==> config.mk <==
export PLATFORM = sky130hd
export DESIGN_NAME = hsc_fault_restart
export DESIGN_NICKNAME = d
export VERILOG_FILES = /design/src/logic/hsc_pkg.sv /design/src/logic/hsc_fault_restart.sv
export VERILOG_INCLUDE_DIRS = /design/src /design/src/logic
export SDC_FILE = /design/constraint.sdc
export NUM_CORES = 1
export LEC_CHECK = 0
export BUFFER_PORTS_ARGS = -buffer_cell sky130_fd_sc_hd__buf_4
export CORE_MARGIN = 2
export CORE_UTILIZATION = 43
export DETAILED_ROUTE_END_ITERATION = 16
export PLACE_DENSITY = 0.77
export SYNTH_ARGS = -nofsm -noshare
export SYNTH_HDL_FRONTEND = slang
export SYNTH_SLANG_ARGS = --single-unit
==> constraint.sdc <==
create_clock -name clock -period 2.12 [get_ports clock]
set_clock_uncertainty 0.15 [all_clocks]
set_input_delay 0 -clock clock [delete_from_list [all_inputs] [get_ports clock]]
set_output_delay 0 -clock clock [all_outputs]
set_load 0.03 [all_outputs]
==> src/logic/hsc_map.svh <==
`ifndef HSC_MAP_SVH
`define HSC_MAP_SVH

// Word-aligned byte addresses of the register words.
`define HSC_CTRL_ADDR 8'h00
`define HSC_STAT_ADDR 8'h04
`define HSC_RCNT_ADDR 8'h08

// Control word field positions.
`define HSC_CTRL_OVR     0
`define HSC_CTRL_CODE_LO 1
`define HSC_CTRL_CODE_HI 3
`define HSC_CTRL_MASKUV  4
`define HSC_CTRL_MASKOV  5
`define HSC_CTRL_W       6

// Status word field positions; bits 4:0 are sticky, write one to clear.
`define HSC_STAT_FLAGS_HI 4
`define HSC_STAT_LATCHED  5
`define HSC_STAT_PGOOD    6

// Reset values.
`define HSC_CTRL_RST  6'h00
`define HSC_FLAGS_RST 5'h00

// Number of full retry ramps before the final ramp down.
`define HSC_LAST_RAMP 3'h7

`endif

==> src/logic/hsc_pkg.sv <==
`default_nettype none
package hsc_pkg;

   // Sequencer states.
   typedef enum logic [2:0] {
      HSC_OFF, HSC_RUN, HSC_FTIME, HSC_LATCH, HSC_RUP, HSC_RDOWN
   } hsc_state_t;

   // Classic Wishbone request from the master.
   typedef struct packed {
      logic        cyc;
      logic        stb;
      logic        we;
      logic [7:0]  adr;
      logic [3:0]  sel;
      logic [31:0] dat;
   } hsc_wbreq_t;

   // Timer node comparators, high when the node is above each level.
   typedef struct packed {
      logic aboveHigh;
      logic aboveMid;
      logic aboveLow;
   } hsc_timer_t;

   // Enables of the gate and timer current sources and hysteresis sources.
   typedef struct packed {
      logic gateCharge;
      logic gatePulldown;
      logic timerCharge;
      logic timerFastSink;
      logic timerWeakSink;
      logic uvHyst;
      logic ovHyst;
   } hsc_drive_t;

   // Sticky fault flags; bit 0 is the undervoltage fault.
   typedef struct packed {
      logic diagOv;
      logic diagUv;
      logic inSum;
      logic ovFault;
      logic uvFault;
   } hsc_flags_t;

   // Whole state of the sequencer.
   typedef struct packed {
      hsc_state_t  fsm;
      logic [2:0]  rampCnt;
      logic [4:0]  retryDone;
      logic        restartPend;
      logic        uvArmed;
      logic [5:0]  ctrl;
      hsc_flags_t  flags;
      hsc_drive_t  drive;
      logic        pGood;
      logic        alert;
      logic        wbAck;
      logic [31:0] wbDat;
   } hsc_regs_t;

endpackage : hsc_pkg
`default_nettype wire

==> src/logic/hsc_fault_restart.sv <==
// How it works
// - Limiting active enables timer charge source.
// - Limiting ends early: run, fast timer sink.
// - Timer high: gate pulldown, then restart policy.
// - Retry pin high: latch off, weak sink.
// - Latched off until enable pulled low.
// - Restart only with timer below low level.
// - Latched-off status flag follows latched state.
// - Seven ramps between high and mid levels.
// - Eighth fall to low level re-enables gate.
// - Fault persisting repeats timeout and restart.
// - Pin or register chooses retry count.
// - Undervoltage: UV hysteresis on, gate off.
// - Enable above and insertion done: gate on.
// - Undervoltage sets flags and maskable alert.
// - Overvoltage turns gate off, OV hysteresis on only while enable is high.
// - Overvoltage sets flags and maskable alert.
// - Enable released restarts with limiting active.
// - Power good follows feedback comparator.
// - Power good low on UV or OV.
// - Retry pin low gives automatic retries.
//
// Added by the designer: the register addresses and the Wishbone interface to the registers.
`timescale 1ns/1ps
`default_nettype none
`include "hsc_map.svh"

module hsc_fault_restart (
   input  wire logic              clock,
   input  wire logic              srst,
   input  wire logic              undervolt_enable_in,
   input  wire logic              overvolt_in,
   input  wire logic              feedback_cmp_in,
   input  wire logic              retrySelIn,
   input  wire logic              insertDoneIn,
   input  wire logic              limitActiveIn,
   input  wire hsc_pkg::hsc_timer_t timerCmp,
   input  wire hsc_pkg::hsc_wbreq_t wbReq,
   output logic                   wbAck,
   output logic [31:0]            wbDat,
   output hsc_pkg::hsc_drive_t    drive,
   output logic                   power_good_out,
   output logic                   alert_out
);

   ////////////////////////////////////////////////////////////////////////
   // Helpers.

   // Retry count for a register code; codes 6 and 7 mean unlimited.
   function automatic logic [4:0] retryLimit(input logic [2:0] code);
      logic [4:0] lim;
      lim = 5'h00;
      unique case (code)
         3'h0: lim = 5'h00;
         3'h1: lim = 5'h01;
         3'h2: lim = 5'h02;
         3'h3: lim = 5'h04;
         3'h4: lim = 5'h08;
         3'h5: lim = 5'h10;
         default: lim = 5'h1f;
      endcase
      return lim;
   endfunction : retryLimit

   // Source enables that belong to each state.
   function automatic hsc_pkg::hsc_drive_t driveFor(input hsc_pkg::hsc_state_t s);
      hsc_pkg::hsc_drive_t dr;
      dr = '0;
      unique case (s)
         hsc_pkg::HSC_OFF: begin
            dr.gatePulldown  = 1'b1;
            dr.timerFastSink = 1'b1;
         end
         hsc_pkg::HSC_RUN: begin
            dr.gateCharge    = 1'b1;
            dr.timerFastSink = 1'b1;
         end
         hsc_pkg::HSC_FTIME: begin
            dr.gateCharge  = 1'b1;
            dr.timerCharge = 1'b1;
         end
         hsc_pkg::HSC_LATCH: begin
            dr.gatePulldown  = 1'b1;
            dr.timerWeakSink = 1'b1;
         end
         hsc_pkg::HSC_RUP: begin
            dr.gatePulldown = 1'b1;
            dr.timerCharge  = 1'b1;
         end
         hsc_pkg::HSC_RDOWN: begin
            dr.gatePulldown  = 1'b1;
            dr.timerWeakSink = 1'b1;
         end
      endcase
      return dr;
   endfunction : driveFor

   ////////////////////////////////////////////////////////////////////////
   // State and derived terms.

   hsc_pkg::hsc_regs_t q;        // Registered state.
   hsc_pkg::hsc_regs_t d;        // Next state.

   logic       supplyOk;         // Inside the UV/OV window.
   logic       reqLive;          // Bus request not yet answered.
   logic       ackWrite;         // Write that takes effect this edge.
   logic       retryInf;         // Unlimited retries selected.
   logic       retryOk;          // Another retry is allowed.
   logic [4:0] flagClr;          // Write-one-to-clear mask.

   // Comparators arrive already synchronous to clock.
   assign supplyOk = undervolt_enable_in & ~overvolt_in;
   assign reqLive  = wbReq.cyc & wbReq.stb & ~q.wbAck;
   assign ackWrite = wbReq.cyc & wbReq.stb & wbReq.we & q.wbAck & wbReq.sel[0];

   // Pin gives none or unlimited; register override gives a count.
   assign retryInf = q.ctrl[`HSC_CTRL_OVR]
                     ? (q.ctrl[`HSC_CTRL_CODE_HI:`HSC_CTRL_CODE_LO] > 3'h5)
                     : ~retrySelIn;
   assign retryOk  = retryInf | (q.ctrl[`HSC_CTRL_OVR]
                     & (q.retryDone < retryLimit(q.ctrl[`HSC_CTRL_CODE_HI:`HSC_CTRL_CODE_LO])));

   assign flagClr = (ackWrite && wbReq.adr == `HSC_STAT_ADDR)
                    ? wbReq.dat[`HSC_STAT_FLAGS_HI:0] : 5'h00;

   ////////////////////////////////////////////////////////////////////////
   // Next-state logic.

   // Sequencer, flags and bus slave in one pass over a copy of the state.
   always_comb begin
      d = q;

      // Answer each request one cycle after it appears.
      d.wbAck = reqLive;
      d.wbDat = 32'h0000_0000;
      if (reqLive) begin
         unique case (wbReq.adr)
            `HSC_CTRL_ADDR: d.wbDat = {26'h0, q.ctrl};
            `HSC_STAT_ADDR: d.wbDat = {25'h0, q.pGood, q.fsm == hsc_pkg::HSC_LATCH, q.flags};
            `HSC_RCNT_ADDR: d.wbDat = {27'h0, q.retryDone};
            default:        d.wbDat = 32'h0000_0000;
         endcase
      end
      if (ackWrite && wbReq.adr == `HSC_CTRL_ADDR) begin
         d.ctrl = wbReq.dat[`HSC_CTRL_W-1:0];
      end

      // Undervolt only counts once the enable input has been high once.
      d.uvArmed = q.uvArmed | undervolt_enable_in;

      // Set wins over a clear in the same cycle.
      d.flags = q.flags & ~flagClr;
      if (q.uvArmed && !undervolt_enable_in) begin
         d.flags.uvFault = 1'b1;
         d.flags.diagUv  = 1'b1;
         d.flags.inSum   = 1'b1;
      end
      if (overvolt_in) begin
         d.flags.ovFault = 1'b1;
         d.flags.diagOv  = 1'b1;
         d.flags.inSum   = 1'b1;
      end

      // Sequencer.
      unique case (q.fsm)
         hsc_pkg::HSC_OFF: begin
            // A fresh power-up forgets earlier retries.
            d.retryDone   = 5'h00;
            d.restartPend = 1'b0;
            if (supplyOk && insertDoneIn) begin
               d.fsm = hsc_pkg::HSC_RUN;
            end
         end
         hsc_pkg::HSC_RUN: begin
            if (!supplyOk) begin
               d.fsm = hsc_pkg::HSC_OFF;
            end else if (limitActiveIn) begin
               d.fsm = hsc_pkg::HSC_FTIME;
            end
         end
         hsc_pkg::HSC_FTIME: begin
            if (!supplyOk) begin
               d.fsm = hsc_pkg::HSC_OFF;
            end else if (timerCmp.aboveHigh) begin
               // Timeout: gate off, then retry or latch.
               d.rampCnt = 3'h0;
               if (retryOk) begin
                  d.fsm = hsc_pkg::HSC_RDOWN;
                  if (q.retryDone != 5'h1f) begin
                     d.retryDone = q.retryDone + 5'h01;
                  end
               end else begin
                  d.fsm = hsc_pkg::HSC_LATCH;
               end
            end else if (!limitActiveIn) begin
               d.fsm = hsc_pkg::HSC_RUN;
            end
         end
         hsc_pkg::HSC_LATCH: begin
            // A short enable pulse is remembered until the timer drains.
            if (!undervolt_enable_in) begin
               d.restartPend = 1'b1;
            end
            if ((q.restartPend || !undervolt_enable_in) && !timerCmp.aboveLow) begin
               d.fsm = hsc_pkg::HSC_OFF;
            end
         end
         hsc_pkg::HSC_RDOWN: begin
            if (!supplyOk) begin
               d.fsm = hsc_pkg::HSC_OFF;
            end else if (q.rampCnt == `HSC_LAST_RAMP) begin
               if (!timerCmp.aboveLow) begin
                  d.fsm = hsc_pkg::HSC_RUN;
               end
            end else if (!timerCmp.aboveMid) begin
               d.rampCnt = q.rampCnt + 3'h1;
               d.fsm     = hsc_pkg::HSC_RUP;
            end
         end
         hsc_pkg::HSC_RUP: begin
            if (!supplyOk) begin
               d.fsm = hsc_pkg::HSC_OFF;
            end else if (timerCmp.aboveHigh) begin
               d.fsm = hsc_pkg::HSC_RDOWN;
            end
         end
      endcase

      // Sources follow the next state so the outputs match the state.
      d.drive        = driveFor(d.fsm);
      d.drive.uvHyst = ~undervolt_enable_in;
      d.drive.ovHyst = overvolt_in & undervolt_enable_in;

      d.pGood = feedback_cmp_in & supplyOk;
      d.alert = (d.flags.uvFault & ~d.ctrl[`HSC_CTRL_MASKUV])
              | (d.flags.ovFault & ~d.ctrl[`HSC_CTRL_MASKOV]);
   end

   ////////////////////////////////////////////////////////////////////////
   // State register.

   // Reset puts the gate off with the timer draining.
   always_ff @(posedge clock) begin
      if (srst) begin
         q             <= '0;
         q.fsm         <= hsc_pkg::HSC_OFF;
         q.ctrl        <= `HSC_CTRL_RST;
         q.flags       <= `HSC_FLAGS_RST;
         q.drive       <= '0;
         q.drive.gatePulldown  <= 1'b1;
         q.drive.timerFastSink <= 1'b1;
      end else begin
         q <= d;
      end
   end

   assign wbAck          = q.wbAck;
   assign wbDat          = q.wbDat;
   assign drive          = q.drive;
   assign power_good_out = q.pGood;
   assign alert_out      = q.alert;
endmodule : hsc_fault_restart
`default_nettype wire

==> impl_metrics.csv <==
group,metric,value,unit
grt,grt_usage,0.172,
sta,maxSlewViolCount,0,
logic_synthesis,synthTopCellsByArea,"dfxtp_1 (35%), buf_4 (12%), mux2i_1 (6.4%)",
drt,final_antenna_net_count,0,
cells_and_area,num-fill-cells,458,
cells_and_area,antennaDiodeCount,0,
min_path,hp-start,"srst",
placement,dpl.hpwl,3.75,mm
sta,final-setup-viol-count,3,
cts,cts-root-buf,"clkbuf_8",
logic_synthesis,synthTopCellsByCount,"dfxtp_1 (41), buf_4 (39), nor2_1 (35)",
logic_synthesis,synthesis.area_per_instance,8.47,µm²
pwr,powerDensity,696,mW/mm²
cells_and_area,layout-drive-gt1-share,0.247,
grt,grt_start_max_net_pins,33,
setup_path,r2r_end,"drive[6]",
logic_synthesis,syn-cell-area,0.00235,mm²
setup_path,r2r_cells,9,
floorplanning,boundaryPins,100,
sta,fin_setup_tns,-33.5,ps
drt,routed_wl,5.21,mm
logic_synthesis,synth-seq-cells,41,
setup_path,end_kind,"register",
placement,gp_congestion,0.832,
grt,grt_pass1_vias,1907,
run_status,violations,"negative hold slack, negative setup slack",
sta,hold_viol_final,11,
sta,setup_ws,-15.6,ps
floorplanning,die_area,0.00606,mm²
cells_and_area,nets,406,
cts,clockBufferDepth,2,
logic_synthesis,synth_ff_type,"dfxtp_1",
sta,relSlewSlack,0.556,
drt,drt-pass1-iter-count,4,
sta,rsz0062_at_grt,"yes",
min_path,hold_class,"primary input to register",
logic_synthesis,synth_cell_type_count,54,
cts,clock-sinks,41,
setup_path,cp.required,2190,ps
sta,period_share,1.01,
setup_path,crit_type,"register to register",
setup_path,cp.arrival,2200,ps
cells_and_area,regArea,826,µm²
drt,post-route-drc-count,0,
grt,grt_pass1_wl,8.33,mm
cts,numCtsBuffers,5,
logic_synthesis,syn_inst,277,
placement,port_buffers,45,
grt,antenna_found_initial,0,
min_path,hold_depth,2,
setup_path,reg2reg_from,"q[48]",
logic_synthesis,netlist.area_leader.share,0.350,
setup_path,cp_max_fo,5,
flow_run,maxCapViolCount,0,
pwr,max-vdd-ir-drop,0.475,mV
logic_synthesis,async_flop_share,0,
logic_synthesis,ys_warn_count,0,
floorplanning,core_area,0.00517,mm²
placement,post-place-ws,-90.0,ps
drt,viasPerCell,5.00,
run_status,run_status,"finished, violations left",
sta,post-route-min-period,2140,ps
cells_and_area,multiInputGateArea,0.00127,mm²
floorplanning,die_w,77.9,µm
cts,htreeDepth,2,
drt,drtIter0Drc,94,
setup_path,cp-start-kind,"register",
cts,cts.clk_slew.worst_paths,70,ps
drt,wire_per_inst,12.7,µm
drt,vias,2052,
floorplanning,start_util,0.454,
floorplanning,rows,26,
logic_synthesis,yosysSeqAreaShare,0.350,
logic_synthesis,synth.most_common_cell,"dfxtp_1",
pwr,leakage,1.32,nW
sta,worst_slew_pin_slew,663,ps
logic_synthesis,synth_edf_count,0,
floorplanning,die_y,77.9,µm
cells_and_area,syn_to_final_growth,26.3,%
sta,fmax,468,MHz
logic_synthesis,synth_largest_area_cell,"dfxtp_1",
sta,holdWs,-122,ps
cts,cts_tree,"built",
min_path,hold_path_end,"q[60]",
grt,overflow,0,
cts,clk_latency,290,ps
setup_path,regToRegSetupSlack,-20,ps
-- worst max path at each step --
stage,startpoint,end,slack (ps)
global route,q[48],drive[6],-180
finish,q[48],drive[6],-20
detailed placement,q[49],drive[4],-90
global placement,q[48],drive[6],-20
CTS,q[48],drive[6],-10
floorplan,q[50],drive[4],6
-- cells by family (layout without fill, tap and decap cells) --
family,Yosys count,count (layout),share of synthesized area
AND/OR/NAND/NOR,107,107,0.246
buffers and inverters,53,92,0.155
AO/OA/AOI/OAI,48,48,0.126
flip-flops,41,41,0.350
multiplexers,15,15,0.0640
adder cells (fa/ha/maj),8,8,0.0427
XOR/XNOR,4,4,0.0149
other,1,25,0.00160
-- layout by cell type, fill, tap and decap left out, types with 2 or more instances in the layout --
master	Yosys	final
buf_4	39	62
dfxtp_1	41	37
nor2_1	35	35
conb_1	1	25
dlygate4sd3_1	0	20
nand2_1	15	15
mux2i_1	15	15
a21oi_1	13	13
o21ai_0	14	10
nor3_1	8	8
ha_1	8	8
o21ai_1	2	6
nand3_1	6	6
nor2b_1	5	5
clkbuf_8	1	5
and3_1	4	4
nand2b_1	4	4
nor3b_1	4	4
and3b_1	4	4
and2_1	4	4
dfxtp_2	0	4
or2_2	3	3
xor2_1	3	3
a22o_1	2	2
a211oi_1	2	2
nand4_1	2	2
or3_1	2	2
inv_1	3	2
o22ai_1	2	2
a22oi_1	2	2
-- worst max-delay path, cell delays in order (launching register included) --
cell	delay, ps
dfxtp_2	350
inv_2	50
o21ai_1	60
ha_1	290
nand4_1	130
o311ai_2	320
o2111ai_2	150
a31o_2	270
xnor2_1	130
nor3b_1	160
-- registers in the layout, summed over array words and instances (netlist names) --
name	cells
power_good_out	1
drive	7
alert_out	1
wbDat	7
q	24
wbAck	1
-- per-stage QoR --
step | instance area [µm²] | util | power, mW | cells
after floorplan | 2440 | - | 1.32 | 301
after global placement | 2630 | 0.508 | 1.41 | 382
after detailed placement | 2630 | 0.508 | 1.42 | 382
after CTS | 2940 | 0.568 | 2.07 | 408
after global routing | 2960 | 0.573 | 2.16 | 410
final | 2960 | 0.573 | 2.06 | 410
-- power by group --
part | internal (mW) | switching, mW
Clock | 0.342 | 0.261
Sequential | 0.818 | 0.0527
Combinational | 0.262 | 0.325
-- final cells by class --
cell class | count | share of cell area
clock buffer | 5 | 0.0232
clock inverter | 2 | 0.0118
inverter | 3 | 0.00380
multi-input combinational | 207 | 0.428
sequential | 41 | 0.279
tap | 70 | 0.0296
timing repair buffer | 82 | 0.225
-- per-layer routing --
layer  vias up  track usage  share of wire
met2        65        0.300           0.51
met1       954        0.209           0.43
li1       1028            -              -
met4         0       0.0804          0.014
met3         5       0.0221          0.054
met5         -            0              0
-- repair_timing --
action	CTS	global route
gates resized for setup	10	2
buffers inserted	1	0
hold endpoints to repair	33	15
hold buffers	18	2
setup endpoints to repair	10	13
No activity file was read; power rests on OpenSTA's default activity.
